`src/hdl/icf_pkg.sv`:
```
// Functional notes
// [RULE1] Control bit 15 is writable and selects the alternate vector table.
// [RULE2] Control bit 14 is read-only and reads one while timed disable runs.
// [RULE3] Control bits 4..0 pick the edge per external input, 1 fall, 0 rise.
// [RULE4] Control bits 13..5 are unimplemented and read as zero.
// [RULE5] Flags0 bits 13..8: converter, serial1 tx/rx, spi1 event/fault, tmr3.
// [RULE6] Flags0 bits 7,6,5,3,2,1,0: tmr2, cmp2, cap2, tmr1, cmp1, cap1, ext0.
// [RULE7] Flags1 bits 15..9: serial2 tx/rx, ext2, tmr5, tmr4, cmp4, cmp3.
// [RULE8] Flags1 bits 7,6,4..0: cap8, cap7, ext1, change, comparator, i2c1 m/s.
// [RULE9] Flags0 bits 15,14,4 and flags1 bits 8,5 read as zero.
// [RULE10] Every implemented flag is read/write and resets to zero.
// [RULE11] Sources set flags; a flag stays set until software clears it.
// [RULE12] An external flag sets the cycle after a synchronised edge is seen.
`default_nettype none
package icf_pkg;
	localparam int unsigned AXIL_ADDR_W = 8;
	localparam int unsigned AXIL_DATA_W = 32;
	localparam int unsigned AXIL_STRB_W = 4;
	localparam int unsigned REG_W       = 16;
	localparam int unsigned EXT_NUM     = 5;
	localparam int unsigned STAT_W      = 2;
	localparam int unsigned ARM_W       = 3;
	localparam logic [AXIL_ADDR_W-1:0] CTRL2_OFFS  = 8'h00;
	localparam logic [AXIL_ADDR_W-1:0] FLAGS0_OFFS = 8'h04;
	localparam logic [AXIL_ADDR_W-1:0] FLAGS1_OFFS = 8'h08;
	localparam logic [AXIL_ADDR_W-1:0] STAT_OFFS   = 8'h0C;
	localparam logic [AXIL_ADDR_W-1:0] MASK_OFFS   = 8'h10;
	localparam int unsigned ALT_VT_BIT = 15;
	localparam int unsigned TDIS_BIT   = 14;
	localparam int unsigned EXT0_FLAG_BIT = 0;
	localparam int unsigned EXT1_FLAG_BIT = 4;
	localparam int unsigned EXT2_FLAG_BIT = 13;
	localparam logic [REG_W-1:0] CTRL2_WMASK  = 16'h801F;
	localparam logic [REG_W-1:0] FLAGS0_IMPL  = 16'h3FEF;
	localparam logic [REG_W-1:0] FLAGS1_IMPL  = 16'hFEDF;
	localparam logic [REG_W-1:0] FLAGS0_EXT   = 16'h0001;
	localparam logic [REG_W-1:0] FLAGS1_EXT   = 16'h2010;
	localparam logic [REG_W-1:0] REG_RESET    = 16'h0000;
	localparam logic [1:0] RESP_OKAY   = 2'b00;
	localparam logic [1:0] RESP_SLVERR = 2'b10;

	typedef struct packed {
		logic [1:0] unused_hi;
		logic converter_done_flag;
		logic serial1_tx_flag;
		logic serial1_rx_flag;
		logic spi_one_event_flag;
		logic spi_one_fault_flag;
		logic timer_three_flag;
		logic timer_two_flag;
		logic compare_two_flag;
		logic capture_two_flag;
		logic unused_b4;
		logic timer_one_flag;
		logic compare_one_flag;
		logic capture_one_flag;
		logic ext0_request_flag;
	} icf_flags0_type;

	typedef struct packed {
		logic serial2_tx_flag;
		logic serial2_rx_flag;
		logic ext2_request_flag;
		logic timer_five_flag;
		logic timer_four_flag;
		logic compare_four_flag;
		logic compare_three_flag;
		logic unused_b8;
		logic capture_eight_flag;
		logic capture_seven_flag;
		logic unused_b5;
		logic ext1_request_flag;
		logic change_notify_flag;
		logic comparator_flag;
		logic i2c_one_master_flag;
		logic i2c_one_slave_flag;
	} icf_flags1_type;

	typedef struct packed {
		logic [AXIL_ADDR_W-1:0] awaddr;
		logic                   awvalid;
		logic [AXIL_DATA_W-1:0] wdata;
		logic [AXIL_STRB_W-1:0] wstrb;
		logic                   wvalid;
		logic                   bready;
		logic [AXIL_ADDR_W-1:0] araddr;
		logic                   arvalid;
		logic                   rready;
	} icf_axil_req_type;

	typedef struct packed {
		logic                   awready;
		logic                   wready;
		logic [1:0]             bresp;
		logic                   bvalid;
		logic                   arready;
		logic [AXIL_DATA_W-1:0] rdata;
		logic [1:0]             rresp;
		logic                   rvalid;
	} icf_axil_rsp_type;
endpackage
`default_nettype wire

```
`src/hdl/icf_regs.sv`:
```
// Register access over AXI4-Lite and the placing of the registers were chosen for this implementation.
`timescale 1ns/1ns
`default_nettype none
module icf_regs
	import icf_pkg::*;
(
	// clock and reset
	input  wire logic               clk,
	input  wire logic               rst,
	// register bus
	input  wire icf_axil_req_type   s_axi_req,
	output var  icf_axil_rsp_type   s_axi_rsp,
	// request sources
	input  wire icf_flags0_type     periph_flags0_req,
	input  wire icf_flags1_type     periph_flags1_req,
	input  wire logic [EXT_NUM-1:0] ext_pin_in,
	// cpu side
	input  wire logic               timed_irq_disable_active,
	output logic                    alt_vector_table_select,
	output var  icf_flags0_type     flags0_out,
	output var  icf_flags1_type     flags1_out,
	output logic [EXT_NUM-1:0]      ext_edge_pulse,
	output logic                    irq
);
	////////////////////////////////////////////////////////////////////////
	logic                   wr_en, wr_ok, rd_take, rd_ok;
	logic [AXIL_ADDR_W-1:0] wr_addr;
	logic [AXIL_DATA_W-1:0] wr_data, rd_data;
	logic [AXIL_STRB_W-1:0] wr_strb;
	logic [REG_W-1:0]       ctrl_q, ctrl_d;
	logic [REG_W-1:0]       flags0_q, flags0_d, flags1_q, flags1_d;
	logic [REG_W-1:0]       req0_v, req1_v, set0, set1;
	logic [STAT_W-1:0]      status_q, status_d, mask_q, mask_d;
	logic                   irq_q, irq_d;
	logic                   wr_ctrl, wr_f0, wr_f1, wr_stat, wr_mask;
	logic [EXT_NUM-1:0]     ext_edge;

	function automatic logic [REG_W-1:0] merge_strb(
		input logic [REG_W-1:0] old_v,
		input logic [REG_W-1:0] new_v,
		input logic [1:0]       strb
	);
		logic [REG_W-1:0] res;
		res = old_v;
		if (strb[0]) begin
			res[7:0] = new_v[7:0];
		end
		if (strb[1]) begin
			res[15:8] = new_v[15:8];
		end
		return res;
	endfunction

	function automatic logic addr_known(input logic [AXIL_ADDR_W-1:0] a);
		return a == CTRL2_OFFS || a == FLAGS0_OFFS || a == FLAGS1_OFFS
			|| a == STAT_OFFS || a == MASK_OFFS;
	endfunction

	////////////////////////////////////////////////////////////////////////
	icf_axil_slave i_icf_axil_slave (
		.clk       (clk),
		.rst       (rst),
		.s_axi_req (s_axi_req),
		.s_axi_rsp (s_axi_rsp),
		.wr_en     (wr_en),
		.wr_addr   (wr_addr),
		.wr_data   (wr_data),
		.wr_strb   (wr_strb),
		.wr_ok     (wr_ok),
		.rd_take   (rd_take),
		.rd_data   (rd_data),
		.rd_ok     (rd_ok)
	);

	icf_ext_edge #(
		.N (EXT_NUM)
	) i_icf_ext_edge (
		.clk        (clk),
		.rst        (rst),
		.pin_in     (ext_pin_in),
		.polarity   (ctrl_q[EXT_NUM-1:0]),
		.edge_pulse (ext_edge)
	);

	////////////////////////////////////////////////////////////////////////
	always_comb begin
		wr_ok   = addr_known(wr_addr);
		wr_ctrl = wr_en && wr_addr == CTRL2_OFFS;
		wr_f0   = wr_en && wr_addr == FLAGS0_OFFS;
		wr_f1   = wr_en && wr_addr == FLAGS1_OFFS;
		wr_stat = wr_en && wr_addr == STAT_OFFS && wr_strb[0];
		wr_mask = wr_en && wr_addr == MASK_OFFS && wr_strb[0];
		req0_v  = periph_flags0_req;
		req1_v  = periph_flags1_req;
		// external flags come from the pins only, never the peripheral word
		set0 = req0_v & FLAGS0_IMPL & ~FLAGS0_EXT; // [RULE5] [RULE6]
		set1 = req1_v & FLAGS1_IMPL & ~FLAGS1_EXT; // [RULE7] [RULE8]
		set0[EXT0_FLAG_BIT] = ext_edge[0]; // [RULE12]
		set1[EXT1_FLAG_BIT] = ext_edge[1]; // [RULE12]
		set1[EXT2_FLAG_BIT] = ext_edge[2]; // [RULE12]
		ctrl_d = ctrl_q;
		if (wr_ctrl) begin
			ctrl_d = merge_strb(ctrl_q, wr_data[REG_W-1:0], wr_strb[1:0])
				& CTRL2_WMASK; // [RULE1] [RULE3] [RULE4]
		end
		flags0_d = flags0_q;
		flags1_d = flags1_q;
		if (wr_f0) begin
			flags0_d = merge_strb(flags0_q, wr_data[REG_W-1:0], wr_strb[1:0]);
		end
		if (wr_f1) begin
			flags1_d = merge_strb(flags1_q, wr_data[REG_W-1:0], wr_strb[1:0]);
		end
		// a request in the clearing cycle survives the write
		flags0_d = (flags0_d | set0) & FLAGS0_IMPL; // [RULE9] [RULE10] [RULE11]
		flags1_d = (flags1_d | set1) & FLAGS1_IMPL; // [RULE9] [RULE10] [RULE11]
		status_d = status_q;
		if (wr_stat) begin
			status_d = status_q & ~wr_data[STAT_W-1:0];
		end
		status_d = status_d | {(|set1), (|set0)};
		mask_d = wr_mask ? wr_data[STAT_W-1:0] : mask_q;
		irq_d  = |(status_d & mask_d);
	end

	always_ff @(posedge clk) begin
		if (rst) begin
			ctrl_q   <= REG_RESET; // [RULE10]
			flags0_q <= REG_RESET; // [RULE10]
			flags1_q <= REG_RESET; // [RULE10]
			status_q <= '0;
			mask_q   <= '0;
			irq_q    <= 1'b0;
		end else begin
			ctrl_q   <= ctrl_d;
			flags0_q <= flags0_d;
			flags1_q <= flags1_d;
			status_q <= status_d;
			mask_q   <= mask_d;
			irq_q    <= irq_d;
		end
	end

	////////////////////////////////////////////////////////////////////////
	// read mux looks at the live address; the slave latches the read data on take
	always_comb begin
		rd_data = '0;
		rd_ok   = 1'b1;
		case (s_axi_req.araddr)
			CTRL2_OFFS: begin
				rd_data[REG_W-1:0] = ctrl_q; // [RULE4]
				rd_data[TDIS_BIT]  = timed_irq_disable_active; // [RULE2]
			end
			FLAGS0_OFFS: begin
				rd_data[REG_W-1:0] = flags0_q;
			end
			FLAGS1_OFFS: begin
				rd_data[REG_W-1:0] = flags1_q;
			end
			STAT_OFFS: begin
				rd_data[STAT_W-1:0] = status_q;
			end
			MASK_OFFS: begin
				rd_data[STAT_W-1:0] = mask_q;
			end
			default: begin
				rd_ok = 1'b0;
			end
		endcase
	end

	always_comb begin
		alt_vector_table_select = ctrl_q[ALT_VT_BIT]; // [RULE1]
		flags0_out              = flags0_q;
		flags1_out              = flags1_q;
		ext_edge_pulse          = ext_edge;
		irq                     = irq_q;
	end
endmodule // icf_regs
`default_nettype wire

```
`src/hdl/icf_axil_slave.sv`:
```
`timescale 1ns/1ns
`default_nettype none
module icf_axil_slave
	import icf_pkg::*;
(
	// clock and reset
	input  wire logic                   clk,
	input  wire logic                   rst,
	// bus
	input  wire icf_axil_req_type       s_axi_req,
	output var  icf_axil_rsp_type       s_axi_rsp,
	// register side
	output logic                        wr_en,
	output logic [AXIL_ADDR_W-1:0]      wr_addr,
	output logic [AXIL_DATA_W-1:0]      wr_data,
	output logic [AXIL_STRB_W-1:0]      wr_strb,
	input  wire logic                   wr_ok,
	output logic                        rd_take,
	input  wire logic [AXIL_DATA_W-1:0] rd_data,
	input  wire logic                   rd_ok
);
	logic                   aw_have_q, aw_have_d, w_have_q, w_have_d;
	logic [AXIL_ADDR_W-1:0] awaddr_q, awaddr_d;
	logic [AXIL_DATA_W-1:0] wdata_q, wdata_d, rdata_q, rdata_d;
	logic [AXIL_STRB_W-1:0] wstrb_q, wstrb_d;
	logic                   bvalid_q, bvalid_d, rvalid_q, rvalid_d;
	logic [1:0]             bresp_q, bresp_d, rresp_q, rresp_d;
	logic                   awready, wready;

	// address and data are parked, so either may come first
	always_comb begin
		awready   = !aw_have_q && !bvalid_q;
		wready    = !w_have_q && !bvalid_q;
		wr_en     = aw_have_q && w_have_q && !bvalid_q;
		rd_take   = s_axi_req.arvalid && !rvalid_q;
		aw_have_d = aw_have_q;
		awaddr_d  = awaddr_q;
		w_have_d  = w_have_q;
		wdata_d   = wdata_q;
		wstrb_d   = wstrb_q;
		bvalid_d  = bvalid_q;
		bresp_d   = bresp_q;
		rvalid_d  = rvalid_q;
		rdata_d   = rdata_q;
		rresp_d   = rresp_q;
		if (s_axi_req.awvalid && awready) begin
			aw_have_d = 1'b1;
			awaddr_d  = s_axi_req.awaddr;
		end
		if (s_axi_req.wvalid && wready) begin
			w_have_d = 1'b1;
			wdata_d  = s_axi_req.wdata;
			wstrb_d  = s_axi_req.wstrb;
		end
		if (wr_en) begin
			aw_have_d = 1'b0;
			w_have_d  = 1'b0;
			bvalid_d  = 1'b1;
			bresp_d   = wr_ok ? RESP_OKAY : RESP_SLVERR;
		end else if (bvalid_q && s_axi_req.bready) begin
			bvalid_d = 1'b0;
		end
		if (rd_take) begin
			rvalid_d = 1'b1;
			rdata_d  = rd_ok ? rd_data : '0;
			rresp_d  = rd_ok ? RESP_OKAY : RESP_SLVERR;
		end else if (rvalid_q && s_axi_req.rready) begin
			rvalid_d = 1'b0;
		end
	end

	always_ff @(posedge clk) begin
		if (rst) begin
			aw_have_q <= 1'b0;
			w_have_q  <= 1'b0;
			bvalid_q  <= 1'b0;
			rvalid_q  <= 1'b0;
			awaddr_q  <= '0;
			wdata_q   <= '0;
			wstrb_q   <= '0;
			bresp_q   <= RESP_OKAY;
			rdata_q   <= '0;
			rresp_q   <= RESP_OKAY;
		end else begin
			aw_have_q <= aw_have_d;
			w_have_q  <= w_have_d;
			bvalid_q  <= bvalid_d;
			rvalid_q  <= rvalid_d;
			awaddr_q  <= awaddr_d;
			wdata_q   <= wdata_d;
			wstrb_q   <= wstrb_d;
			bresp_q   <= bresp_d;
			rdata_q   <= rdata_d;
			rresp_q   <= rresp_d;
		end
	end

	always_comb begin
		wr_addr           = awaddr_q;
		wr_data           = wdata_q;
		wr_strb           = wstrb_q;
		s_axi_rsp.awready = awready;
		s_axi_rsp.wready  = wready;
		s_axi_rsp.bresp   = bresp_q;
		s_axi_rsp.bvalid  = bvalid_q;
		s_axi_rsp.arready = !rvalid_q;
		s_axi_rsp.rdata   = rdata_q;
		s_axi_rsp.rresp   = rresp_q;
		s_axi_rsp.rvalid  = rvalid_q;
	end
endmodule // icf_axil_slave
`default_nettype wire

```
`src/hdl/icf_ext_edge.sv`:
```
`timescale 1ns/1ns
`default_nettype none
module icf_ext_edge
	import icf_pkg::*;
#(
	parameter int unsigned N = EXT_NUM
)(
	// clock and reset
	input  wire logic         clk,
	input  wire logic         rst,
	// pins and edge choice
	input  wire logic [N-1:0] pin_in,
	input  wire logic [N-1:0] polarity,
	// detected edges
	output logic [N-1:0]      edge_pulse
);
	logic [N-1:0]     sync1_q, sync2_q, prev_q;
	logic [ARM_W-1:0] arm_q, arm_d;

	// arming stops a pin held high through reset looking like an edge
	always_comb begin
		arm_d = {arm_q[ARM_W-2:0], 1'b1};
	end

	always_ff @(posedge clk) begin
		if (rst) begin
			sync1_q <= '0;
			sync2_q <= '0;
			prev_q  <= '0;
			arm_q   <= '0;
		end else begin
			sync1_q <= pin_in;
			sync2_q <= sync1_q;
			prev_q  <= sync2_q;
			arm_q   <= arm_d;
		end
	end

	// polarity one catches falling, zero rising
	always_comb begin
		edge_pulse = '0;
		if (arm_q[ARM_W-1]) begin
			edge_pulse = (sync2_q ^ prev_q) & (sync2_q ^ polarity); // [RULE3]
		end
	end

	for (genvar i = 0; i < N; i++) begin : g_chk

	end
endmodule // icf_ext_edge
`default_nettype wire

```
`config.mk`:
```
export PLATFORM = sky130hd
export DESIGN_NAME = icf_regs
export DESIGN_NICKNAME = d
export VERILOG_FILES = /design/src/hdl/icf_pkg.sv /design/src/hdl/icf_regs.sv /design/src/hdl/icf_axil_slave.sv /design/src/hdl/icf_ext_edge.sv
export SDC_FILE = /design/constraint.sdc
export NUM_CORES = 1
export LEC_CHECK = 0
export BUFFER_PORTS_ARGS = -buffer_cell sky130_fd_sc_hd__buf_2
export CORE_MARGIN = 1
export CORE_UTILIZATION = 40
export CTS_CLUSTER_DIAMETER = 30
export DETAILED_ROUTE_END_ITERATION = 7
export GPL_TIMING_DRIVEN = 0
export PLACE_DENSITY_LB_ADDON = 0.2
export SLEW_MARGIN = 0
export SYNTH_ARGS = -nofsm -noshare
export SYNTH_HDL_FRONTEND = slang
export SYNTH_SLANG_ARGS = --single-unit
```
`constraint.sdc`:
```
create_clock -name clk -period 4.68 [get_ports clk]
set_input_delay 0.468 -clock clk [delete_from_list [all_inputs] [get_ports clk]]
set_output_delay 0.468 -clock clk [all_outputs]
set_load 0.05 [all_outputs]
```
; ---- After elaboration in Yosys (flattened, before gate mapping)
; Cells that the tools add are included.
[word_totals]
regBits = 124
inputBits = 97
elab_cells = 95
[classes]
n_eq_ne = 8
n_mux = 20
n_bitwise = 9
reduce_logical = 35
[ops]
columns = operator, n
row1 = 14-bit case mux with 3 select lines, 1
row2 = "8-bit by 4-bit == test with 1-bit output, second input constant", 4
row3 = 16-bit 2-to-1 mux, 2
row4 = 8-bit 2-to-1 mux, 3
row5 = "8-bit by 3-bit == test with 1-bit output, second input constant", 2
row6 = "8-bit by 5-bit == test with 1-bit output, second input constant", 2
row7 = 1-bit logical AND, 16
row8 = 8-bit zero test, 2
row9 = 16-bit OR, 1
row10 = 14-bit 2-to-1 mux, 1
row11 = 14-bit OR, 1
row12 = 14-bit OR reduction, 1
row13 = 13-bit OR reduction, 1
row14 = 2-bit case mux with 5 select lines, 1
row15 = 5-bit XOR, 2
row16 = 2-bit 2-to-1 mux, 4
row17 = 1-bit 2-to-1 mux, 6
row18 = 6-bit 2-to-1 mux, 1
row19 = 5-bit bitwise AND, 1
row20 = 5-bit 2-to-1 mux, 1
row21 = 5-bit OR reduction, 1
row22 = 2-bit bitwise AND, 2
row23 = 1-bit zero test, 4
row24 = 1-bit logical OR, 4
row25 = 5 further kinds, 8

; ---- Depth between registers and ports, before layout
; Gate-level depths: netlist of the first run.
[logic_depth]
ltp_word = 8
ltp_mapped = 7

; ---- Hierarchy
; A second synthesis of the first run with hierarchy kept.
[hier_totals]
cells_unflattened = 668
area_unflattened_um2 = 5667.9
[by_module_without_submodules]
columns = mod, instances, cells_each, area_each_um2, seq_area_each_um2
row1 = icf_axil_slave, 1, 371, 3001.6, 1641.6
row2 = icf_regs, 1, 244, 2053.2, 760.7
row3 = icf_ext_edge, 1, 53, 613.1, 360.3

; ---- Least setup slack after synthesis of the first run
; OpenSTA, ideal clock, no wires.
[synth_timing]
path_kind = reg2reg
startpoint = reg ctrl_q[2]
endpoint = reg irq_q (netlist: irq)
t_arrival_ps = 2396
required_time_ps = 4588
slack_ps = 2191
path_stages_with_launch = 5
period_less_slack_ps = 2489
cell_sequence = dfxtp_1 or3b_2 a21boi_0 a2111oi_0 o32ai_1
[synth_via]
elab_chain_len = 7
[synth_lines]
columns = element, line_no
row1 = from (decl), icf_regs.sv:30  ; logic [REG_W-1:0] ctrl_q, ctrl_d;
row2 = from (signal assigned), icf_regs.sv:135  ; ctrl_q <= ctrl_d;
row3 = 5-bit XOR, icf_ext_edge.sv:43  ; edge_pulse = (sync2_q ^ prev_q) & (sync2_q ^ polarity);
row4 = 5-bit bitwise AND, icf_ext_edge.sv:43
row5 = 5-bit 2-to-1 mux, icf_ext_edge.sv:42  ; if (arm_q[ARM_W-1]) begin
row6 = net ext_edge_pulse[2], icf_regs.sv:22  ; output logic [EXT_NUM-1:0] ext_edge_pulse,
row7 = 14-bit OR reduction, icf_regs.sv:121  ; status_d = status_d | {(|set1), (|set0)};
row8 = 2-bit OR, icf_regs.sv:121
row9 = 2-bit bitwise AND, icf_regs.sv:123  ; irq_d = |(status_d & mask_d);
row10 = 2-bit OR reduction, icf_regs.sv:123
row11 = to (signal assigned), icf_regs.sv:140  ; irq_q <= irq_d;
row12 = to (decl), icf_regs.sv:34  ; logic irq_q, irq_d;
; The timed path passes the listed nets, and every way through them passes these cells.
; A chain may end at the register's enable or synchronous reset.

; ---- Worst setup path in the final report of the first run
[layout_timing]
startpoint = reg ctrl_q[2]
endpoint = out ext_edge_pulse[2]
[layout_via]
elab_chain_len = 3
[layout_lines]
columns = element, line_no
row1 = 5-bit XOR, icf_ext_edge.sv:43
row2 = 5-bit bitwise AND, icf_ext_edge.sv:43
row3 = 5-bit 2-to-1 mux, icf_ext_edge.sv:42
row4 = to (decl), icf_regs.sv:22
; No other way between the ends.

==> results by group, run 1 <==
Clocking
  • H-tree lvl count: 3
  • Maximum clock path buffer count: 2
  • Clock Sinks: 104
  • Root Driver: clkbuf_8
  • Clock latency on the worst-skew pair: 0.38 ns
  • TritonCTS clock tree: done
  • CTS Hold Buffers Added: 0
  • Post_cts resized: 0
  • Post-CTS Setup Repair Bufs: 0
  • CTS buffer count: 9
  • Worst-path clk slew: 0.11 ns

Run
  • Max-cap violations: 0

Setup path
  • Crit path max fanout: 4
  • Critical path required time: 4.21 ns
  • Worst r2r src: i_icf_axil_slave.wr_addr[1]$_SDFFE_PP0P_
  • Critical path origin: ctrl_q[2]$_SDFFE_PP0P_
  • Crit. End Element: output pin
  • Crit Path Class: flip-flop to output pin
  • Crit path DAT: 2.18 ns
  • Crit path launch type: flip-flop

Global routing
  • Initial antenna violation count: 0
  • First-pass GRT wire length: 20,000 um
  • Largest net degree at the start of global routing: 21
  • Grt ovf: 0
  • Number of global-route vias before repair: 3,836
  • Tot GR Track Use: 22.9%

Yosys
  • Most common cell in the netlist: dfxtp_1
  • Post-synthesis register bit count: 104
  • Post-synth top cells: dfxtp_1 (104), a21oi_1 (78), nand2_1 (77)
  • Mapped Avg Cell Area: 8.41 um2
  • Cell variety after synth: 41
  • FFs w/ async S/R, synth: 0%
  • Area leader, netlist: dfxtp_1
  • Post-Syn Instances: 521
  • Synth top area cells: dfxtp_1 (48%), a21oi_1 (8.9%), nand2_1 (6.6%)
  • Cell Area, Synth: 0.00438 mm2
  • Synth warn: 0
  • Seq/Total Area, Yosys: 47.5%
  • EDFF count, synth: 0
  • Synth top area share: 47.5%
  • Prevailing post-synth register cell: dfxtp_1

Pwr
  • VDD IR-drop max: 0.189 mV
  • Static leakage: 2.35 nW
  • Cell Pwr Density: 341 mW/mm2

Placed design
  • Post-place setup slack: 2.42 ns
  • Dpl hpwl: 10,100 um
  • Number of port buffers: 126
  • Cell Area, Placed: 0.00527 mm2
  • GP Congestion: 0.947

Floorplan
  • Die area: 0.0114 mm2
  • Die W: 107 um
  • Ports: 177
  • # rows: 37
  • Initial Utilization: 41.9%
  • Die Y: 107 um
  • Area of the core: 0.0105 mm2

Timing
  • Final hold vios: 0
  • FMAX: 0.377 GHz
  • Max-Slew Margin vs Limit: 48.8%
  • Fin crit share: 56.6%
  • Worst-margin pin slew: 0.769 ns
  • Final setup fails: 0
  • Post-route clock skew: 0.0144 ns
  • Setup ws final: 2.03 ns
  • RSZ-0062 raised after global routing: false
  • Min cycle time layout: 2.65 ns
  • Setup TNS: 0 ns
  • Slew Limit Fails: 0

Routing
  • WL per Instance: 15.8 um
  • Pre-antenna DRT Iters: 5
  • Via density: 5.16
  • Routed Wire Length: 13,000 um
  • Detail Route Antenna Nets: 0
  • DRC violations left: 0
  • Routed via count: 4,237
  • Iter 0 DRT Violations: 260

Hold path
  • Min-delay worst type: primary input to flip-flop
  • HP Start: ext_pin_in[2]

Run status
  • Status: finished clean

Cells and area
  • # nets final: 777
  • Post-Layout Inst Area: 0.00546 mm2
  • Share of cells above drive strength 1: 26.4%
  • Area growth syn-to-layout: 24.6%
  • ANT cells: 0
[cell usage in the layout, fill, tap and decap left out, drive strengths merged, types with 3 or more instances in the layout]
cell / n
nand4b: 3
clkbuf: 37
nand4: 4
buf: 160
nor2: 15
and2: 6
conb: 23
and4b: 4
nand3: 16
dfxtp: 104
a21oi: 78
or4: 4
nor4: 7
mux2i: 6
o21ai: 41
inv: 9
nand2b: 4
a22o: 7
nand2: 77
a31oi: 28
nor2b: 24
[routing by layer]
metal	routed length (um)	GRT usage (%)
met1	5790	30.0
met5	0	0
met4	322	8.12
met3	789	3.59
met2	6070	38.0
[path summary, 6_finish.rpt]
kind / end / slack, ns / cells after the start
max: ext_edge_pulse[2] / 2.03 / 3
min: i_icf_ext_edge.sync1_q[2]$_SDFF_PP0_ / 0.29 / 2
max reg2reg: flags0_out[2]$_SDFF_PP0_ / 2.55 / 5
min reg2reg: i_icf_ext_edge.sync2_q[1]$_SDFF_PP0_ / 0.45 / 1
[logic make-up (layout without fill, tap and decap cells)]
kind of cell / count (synthesis) / in the layout / share of synthesized area (%)
simple gates: 178 / 178 / 21.2
compound gates: 163 / 163 / 20.6
flops: 104 / 104 / 47.5
buf+inv: 67 / 209 / 8.20
mux: 8 / 8 / 2.40
other cells: 1 / 23 / 0.0856
[state kept, by name, summed over array words and instances (netlist names)]
signal                      cells
i_icf_axil_slave.aw_have_q      1
i_icf_axil_slave.bvalid_q       1
i_icf_axil_slave.w_have_q       1
i_icf_ext_edge.sync2_q          5
status_q                        2
irq                             1
ctrl_q                          6
i_icf_axil_slave.rvalid_q       1
i_icf_axil_slave.wr_addr        8
i_icf_axil_slave.bresp_q        1
i_icf_axil_slave.rdata_q       16
i_icf_axil_slave.rresp_q        1
flags1_out                     14
i_icf_axil_slave.wr_strb        2
i_icf_ext_edge.arm_q            3
flags0_out                     13
i_icf_ext_edge.sync1_q          5
mask_q                          2
i_icf_ext_edge.prev_q           5
i_icf_axil_slave.wr_data       16
[power by group]
part	switching, mW	internal [mW]
clock network	0.345	0.210
logic	0.236	0.104
registers	0.0373	0.927
[through the flow]
stage               hold WS [ns]  utilization [%]  power (mW)  cells
floorplan                  0.414                -        1.22    543
global placement           0.417             50.3        1.32    805
detailed placement         0.426             50.3        1.32    805
CTS                        0.291             52.2        1.87    821
global route               0.296             52.2        1.94    821
finish                     0.292             52.2        1.86    821
[critical path, stage by stage (launching register included)]
cell and delay [ns]:
dfxtp_1 0.38, or3b_2 0.47, a21boi_0 0.57, buf_2 0.39
[layout make-up]
cell class | count | area, um2
fillers | 1058 | 5000
flip-flops and latches | 104 | 2080
multi-input cells | 372 | 2020
repair buffers | 126 | 631
plain buffers | 62 | 340
well taps | 136 | 170
clock buffers | 9 | 124
clock inverters | 7 | 72.6
inverters | 5 | 18.8
No activity file was read; power rests on OpenSTA's default activity.
==> run 2: changes to the inputs <==
Settings changed: ABC_AREA from default to 1.
Clock period 4.68 ns to 2.65 ns, I/O delays scaled along.
==> run 2 against run 1 <==
Against the previous run: sequential share of layout area shrank 4.5 points; routed wire length increased by 6.6%; count of clock-buffer cells in the layout grew 3; worst setup slack got worse by 1.2 ns; cell count rose by 32%; first-iteration DRC count rose by 8.5%; critical path type unchanged; largest cell class is now multi-input gates; highest routed layer unchanged.
==> results by group, run 2 <==
Global routing
  • Largest net degree at the start of global routing: 16 (was 21)
  • Met3 Track Usage GR: 4.94% (was 3.59%)
  • Gr busiest metal: met2 (unchanged)
  • Met2 Usage GRT: 35.1% (was 38.0%)
  • Grt ovf: 0 (unchanged)
  • First-pass GRT wire length: 22,200 um (was 20,000 um)
  • Number of global-route vias before repair: 4,333 (was 3,836)
  • Tot GR Track Use: 22.4% (was 22.9%)
  • Initial antenna violation count: 0 (unchanged)
  • Met1 Resource Use GR: 30.7% (was 30.0%)

Yosys
  • Post-Syn Instances: 750 (was 521)
  • EDFF count, synth: 0 (unchanged)
  • Most common cell in the netlist: nand2_1 (was dfxtp_1)
  • FFs w/ async S/R, synth: 0% (unchanged)
  • Cell variety after synth: 25 (was 41)
  • Mapped Avg Cell Area: 6.64 um2 (was 8.41 um2)
  • Synth warn: 0 (unchanged)
  • Area leader, netlist: dfxtp_1 (unchanged)
  • Synth top area cells: dfxtp_1 (42%), nand2_1 (13%), nor2_1 (8.1%) (was dfxtp_1 (48%), a21oi_1 (8.9%), nand2_1 (6.6%))
  • Prevailing post-synth register cell: dfxtp_1 (unchanged)
  • Post-synthesis register bit count: 104 (unchanged)
  • Cell Area, Synth: 0.00498 mm2 (was 0.00438 mm2)
  • Seq/Total Area, Yosys: 41.8% (was 47.5%)
  • Synth top area share: 41.8% (was 47.5%)
  • Post-synth top cells: nand2_1 (170), nor2_1 (108), dfxtp_1 (104) (was dfxtp_1 (104), a21oi_1 (78), nand2_1 (77))

Placed design
  • GP Congestion: 0.917 (was 0.947)
  • Number of port buffers: 127 (was 126)
  • Dpl hpwl: 10,900 um (was 10,100 um)

Pwr
  • Switch share: 30.4% (was 33.2%)
  • Tot Pwr: 3.75 mW (was 1.86 mW)
  • Cell Pwr Density: 605 mW/mm2 (was 341 mW/mm2)
  • Internal Pwr Total: 2.61 mW (was 1.24 mW)
  • VDD IR-drop max: 0.409 mV (was 0.189 mV)
  • Sw Pwr: 1.14 mW (was 0.618 mW)
  • Comb power frac: 18.8% (was 18.3%)
  • Static leakage: 3.21 nW (was 2.35 nW)
  • Sequential Power Share: 46.0% (was 51.9%)
  • Clk pwr share: 35.1% (was 29.9%)

Cells and area
  • # nets final: 1,007 (was 777)
  • Fill cell count: 1,279 (was 1,058)
  • Share of cells above drive strength 1: 20.7% (was 26.4%)
  • Combined area of the multi-input logic cells: 0.00223 mm2 (was 0.00202 mm2)
  • Area growth syn-to-layout: 24.4% (was 24.6%)
  • Seq. cell area: 0.00208 mm2 (unchanged)
  • Commonest non-fill, non-tap cells in the layout: nand2_1 (170), buf_2 (131), nor2_1 (108), dfxtp_1 (104), inv_1 (103) (was buf_2 (131), dfxtp_1 (104), a21oi_1 (78), nand2_1 (77), o21ai_0 (41))
  • Commonest non-fill, non-tap cell in the layout: nand2_1 (was buf_2)
  • ANT cells: 0 (unchanged)

Clocking
  • Root Driver: clkbuf_16 (was clkbuf_8)
  • Post-CTS Setup Repair Bufs: 0 (unchanged)
  • CTS Hold Buffers Added: 0 (unchanged)
  • CTS buffer count: 9 (unchanged)
  • Post_cts resized: 0 (unchanged)
  • H-tree lvl count: 3 (unchanged)
  • TritonCTS clock tree: done (unchanged)
  • Clock latency on the worst-skew pair: 0.35 ns (was 0.38 ns)
  • Maximum clock path buffer count: 2 (unchanged)
  • Worst-path clk slew: 0.07 ns (was 0.11 ns)
  • Clock Sinks: 104 (unchanged)

Setup path
  • Crit path launch type: flip-flop (unchanged)
  • Critical path required time: 2.38 ns (was 4.21 ns)
  • Crit path max fanout: 3 (was 4)
  • R2R Setup Slk: 1.08 ns (was 2.55 ns)
  • Crit Path Class: flip-flop to output pin (unchanged)
  • Crit. End Element: output pin (unchanged)
  • Crit path DAT: 1.51 ns (was 2.18 ns)

Timing
  • Fin crit share: 66.9%
  • Setup TNS: 0 ns (unchanged)
  • Final setup fails: 0 (unchanged)
  • Post-route clock skew: 0.0107 ns (was 0.0144 ns)
  • Min cycle time layout: 1.77 ns
  • Slew Limit Fails: 0 (unchanged)
  • RSZ-0062 raised after global routing: false (unchanged)
  • Final hold vios: 0 (unchanged)
  • Worst-margin pin slew: 0.621 ns (was 0.769 ns)
  • FMAX: 0.564 GHz
  • Max-Slew Margin vs Limit: 58.6% (was 48.8%)

Floorplan
  • Die area: 0.0129 mm2 (was 0.0114 mm2)
  • # rows: 40 (was 37)
  • Die W: 114 um (was 107 um)
  • Ports: 177 (unchanged)
  • Die Y: 114 um (was 107 um)
  • Area of the core: 0.0121 mm2 (was 0.0105 mm2)
  • Initial Utilization: 41.3% (was 41.9%)

Run status
  • Status: finished clean (unchanged)

Hold path
  • Min-delay worst type: primary input to flip-flop (unchanged)

Routing
  • Routed Wire Length: 13,800 um (was 13,000 um)
  • Via density: 4.52 (was 5.16)
  • Routed via count: 4,889 (was 4,237)
  • DRC violations left: 0 (unchanged)
  • Iter 0 DRT Violations: 282 (was 260)
  • WL per Instance: 12.8 um (was 15.8 um)
  • Pre-antenna DRT Iters: 5 (unchanged)
  • Detail Route Antenna Nets: 0 (unchanged)

Run
  • Max-cap violations: 0 (unchanged)
-- run 2: changes by cell type after synthesis, sizes merged, moves of 30 or more --
cell | previous run | this run
a21oi | 78 | 35
inv | 5 | 105
nand2 | 77 | 173
nand3 | 16 | 71
nor2 | 15 | 111
o21ai | 41 | 71
-- run 2: area by class of cell --
class                      count  share of cell area [%]
timing repair buffer         127                    10.3
inverter                     107                    6.48
clock buffer                  12                    3.97
clock inverter                 3                   0.686
multi-input combinational    504                    35.9
sequential                   104                    33.6
tap                          168                    3.39
buffer                        57                    5.71
-- run 2: final timing paths --
path                                               start  cells after the start                                    to
hold / removal                             ext_pin_in[2]                      3  i_icf_ext_edge.sync1_q[2]$_SDFF_PP0_
setup reg to reg  i_icf_axil_slave.bvalid_q$_SDFFE_PP0P_                      6                ctrl_q[3]$_SDFFE_PP0P_
setup / recovery                  ctrl_q[0]$_SDFFE_PP0P_                      5                     ext_edge_pulse[0]
hold reg to reg          i_icf_ext_edge.arm_q[0]$_DFF_P_                      2    i_icf_ext_edge.arm_q[1]$_SDFF_PP0_
-- run 2: power groups by stage --
stage | sequential [mW] | combinational [mW] | clock [mW]
detailed placement | 1.76 | 0.705 | 0
CTS | 1.73 | 0.708 | 1.34
global placement | 1.76 | 0.701 | 0
global route | 1.74 | 0.781 | 1.41
floorplan | 1.85 | 0.418 | 0
finish | 1.73 | 0.707 | 1.32
-- run 2: cells by family (layout without fill, tap and decap cells) --
family	Yosys count	count (layout)	share of synthesized area, %
compound gates	108	108	10.9
other cells	1	23	0.0752
simple gates	373	373	32.1
buf+inv	164	306	15.2
flops	104	104	41.8
-- run 2: stage by stage --
step	utilization, %	instance area (um2)	hold WS [ns]	std cells	setup WS, ns
after floorplan	-	5070	0.372	772	1.08
after global placement	49.0	5910	0.390	1067	0.901
after detailed placement	49.0	5910	0.392	1067	0.920
after CTS	51.4	6200	0.123	1082	0.828
after global routing	51.4	6200	0.138	1082	0.768
final	51.4	6200	0.126	1082	0.877
-- run 2: per-layer routing --
| metal | vias to the layer above | wire, um |
|---|---|---|
| met1 | 2081 | 6660 |
| met5 | - | 0 |
| met2 | 185 | 6050 |
| met4 | 0 | 229 |
| li1 | 2608 | - |
| met3 | 15 | 891 |
-- run 2: critical path, stage by stage (launching register included) --
cell	delay (ns)
dfxtp_1	0.35
inv_1	0.08
nand2_1	0.07
nand2_1	0.04
nor2_1	0.29
buf_2	0.34
==> run 3: changes to the inputs <==
Clock period 2.65 ns to 1.56 ns, I/O delays scaled along.
==> run 3 against run 2 <==
Against the previous run: combinational power increased by 74%; sequential share of layout area decreased by 0.69 points; die area unchanged; flip-flop and latch count unchanged; clock skew increased by 0.0016 ns; cell count increased by 0.74%; clock power increased by 86%.
==> results by group, run 3 (synthesis results as in run 2) <==
Run
  • Max-cap violations: 0 (unchanged)

Setup path
  • Crit Path Class: flip-flop to output pin (unchanged)
  • Crit path max fanout: 5 (was 3)
  • Critical path required time: 1.40 ns (was 2.38 ns)
  • Crit path DAT: 1.34 ns (was 1.51 ns)
  • Crit. End Element: output pin (unchanged)
  • Crit path launch type: flip-flop (unchanged)

Global routing
  • Initial antenna violation count: 0 (unchanged)
  • Tot GR Track Use: 22.2% (was 22.4%)
  • First-pass GRT wire length: 21,900 um (was 22,200 um)
  • Largest net degree at the start of global routing: 18 (was 16)
  • Grt ovf: 0 (unchanged)
  • Number of global-route vias before repair: 4,264 (was 4,333)

Routing
  • Via density: 4.59 (was 4.52)
  • Pre-antenna DRT Iters: 5 (unchanged)
  • Routed Wire Length: 14,100 um (was 13,800 um)
  • DRC violations left: 0 (unchanged)
  • WL per Instance: 13.0 um (was 12.8 um)
  • Routed via count: 4,999 (was 4,889)
  • Detail Route Antenna Nets: 0 (unchanged)
  • Iter 0 DRT Violations: 412 (was 282)

Timing
  • Post-route clock skew: 0.0124 ns (was 0.0107 ns)
  • Min cycle time layout: 1.50 ns
  • Setup ws final: 0.0624 ns (was 0.877 ns)
  • Slew Limit Fails: 0 (unchanged)
  • Setup TNS: 0 ns (unchanged)
  • Max-Slew Margin vs Limit: 58.6% (about the same)
  • FMAX: 0.668 GHz
  • RSZ-0062 raised after global routing: true (was false)
  • Worst-margin pin slew: 0.620 ns (was 0.621 ns)
  • Final hold vios: 0 (unchanged)
  • Fin crit share: 96.0%
  • Final setup fails: 0 (unchanged)

Cells and area
  • Commonest non-fill, non-tap cells in the layout: nand2_1 (166), buf_2 (127), nor2_1 (106), inv_1 (103), dfxtp_1 (99) (was nand2_1 (170), buf_2 (131), nor2_1 (108), dfxtp_1 (104), inv_1 (103))
  • Fin cells: 1,090 (was 1,082)
  • # nets final: 1,014 (was 1,007)
  • Share of cells above drive strength 1: 23.3% (was 20.7%)
  • Area growth syn-to-layout: 27.6% (was 24.4%)
  • Commonest non-fill, non-tap cell in the layout: nand2_1 (unchanged)
  • ANT cells: 0 (unchanged)

Clocking
  • Worst-path clk slew: 0.07 ns (about the same)
  • H-tree lvl count: 3 (unchanged)
  • Clock latency on the worst-skew pair: 0.35 ns (about the same)
  • Maximum clock path buffer count: 2 (unchanged)
  • TritonCTS clock tree: done (unchanged)
  • CTS buffer count: 9 (unchanged)
  • Root Driver: clkbuf_16 (unchanged)
  • CTS Hold Buffers Added: 0 (unchanged)
  • Clock Sinks: 104 (unchanged)

Floorplan
  • Die Y: 114 um (unchanged)
  • Initial Utilization: 41.3% (unchanged)
  • Die area: 0.0129 mm2 (unchanged)
  • Area of the core: 0.0121 mm2 (unchanged)
  • Die W: 114 um (unchanged)
  • Ports: 177 (unchanged)
  • # rows: 40 (unchanged)

Placed design
  • GP Congestion: 0.889 (was 0.917)
  • Dpl hpwl: 11,100 um (was 10,900 um)
  • Number of port buffers: 127 (unchanged)
  • Placed cell count: 1,067 (unchanged)
  • Post-place setup slack: -0.0245 ns (was 0.920 ns)

Pwr
  • Cell Pwr Density: 1040 mW/mm2 (was 605 mW/mm2)
  • Static leakage: 3.26 nW (was 3.21 nW)
  • Tot Pwr: 6.61 mW (was 3.75 mW)
  • VDD IR-drop max: 0.551 mV (was 0.409 mV)

Hold path
  • Min-delay worst type: primary input to flip-flop (unchanged)

Run status
  • Status: finished clean (unchanged)
==> run 3: through the flow <==
step / utilization, % / hold WS, ns / cell area (um2)
6_report: 52.7 / 0.00693 / 6360
5_1_grt: 52.7 / 0.00800 / 6360
4_1_cts: 51.8 / 0.00163 / 6250
3_5_place_dp: 49.0 / 0.365 / 5910
3_3_place_gp: 49.0 / 0.357 / 5910
2_1_floorplan: - / 0.263 / 5070
==> run 3: path summary, 6_finish.rpt <==
kind	startpoint	to	slack [ns]	cells past startpoint
hold / removal	ext_pin_in[2]	i_icf_ext_edge.sync1_q[2]$_SDFF_PP0_	0.007	3
setup / recovery	i_icf_ext_edge.arm_q[2]$_SDFF_PP0_	ext_edge_pulse[4]	0.06	3
setup reg to reg	i_icf_axil_slave.bvalid_q$_SDFFE_PP0P_	flags0_out[8]$_SDFF_PP0_	0.08	9
hold reg to reg	i_icf_ext_edge.sync1_q[2]$_SDFF_PP0_	i_icf_ext_edge.sync2_q[2]$_SDFF_PP0_	0.40	2
==> run 3: timing repair <==
| action | in CTS | in global routing |
|---|---|---|
| gates cloned | 0 | 1 |
| pin swaps | 0 | 7 |
| resized for setup | 3 | 29 |
| endpoints found under the setup margin | 2 | 31 |
| buffers inserted | 0 | 6 |
==> run 3: layout make-up <==
cell class / instances / area, um2
inverter: 107 / 408
multi-input combinational: 504 / 2270
sequential: 104 / 2090
buffer: 57 / 357
tap: 168 / 210
fill: 1231 / 5700
clock buffer: 9 / 225
clock inverter: 7 / 96.3
timing repair buffer: 134 / 706
==> run 3: per-layer routing <==
metal | global-route usage (%) | routed length (um)
met2 | 34.7 | 6180
met5 | 0 | 0
met3 | 3.88 | 1050
met4 | 7.28 | 190
met1 | 31.1 | 6710
==> run 3: critical path, cell delays in order (launching register included) <==
cell and delay (ns):
dfxtp_1 0.45, o21ai_0 0.13, nor2_1 0.13, buf_2 0.29
==> run 3: power by group <==
part           switching, mW  internal [mW]
Combinational          0.861          0.365
Sequential             0.131           2.81
Clock                   1.04           1.41
Total                   2.03           4.58
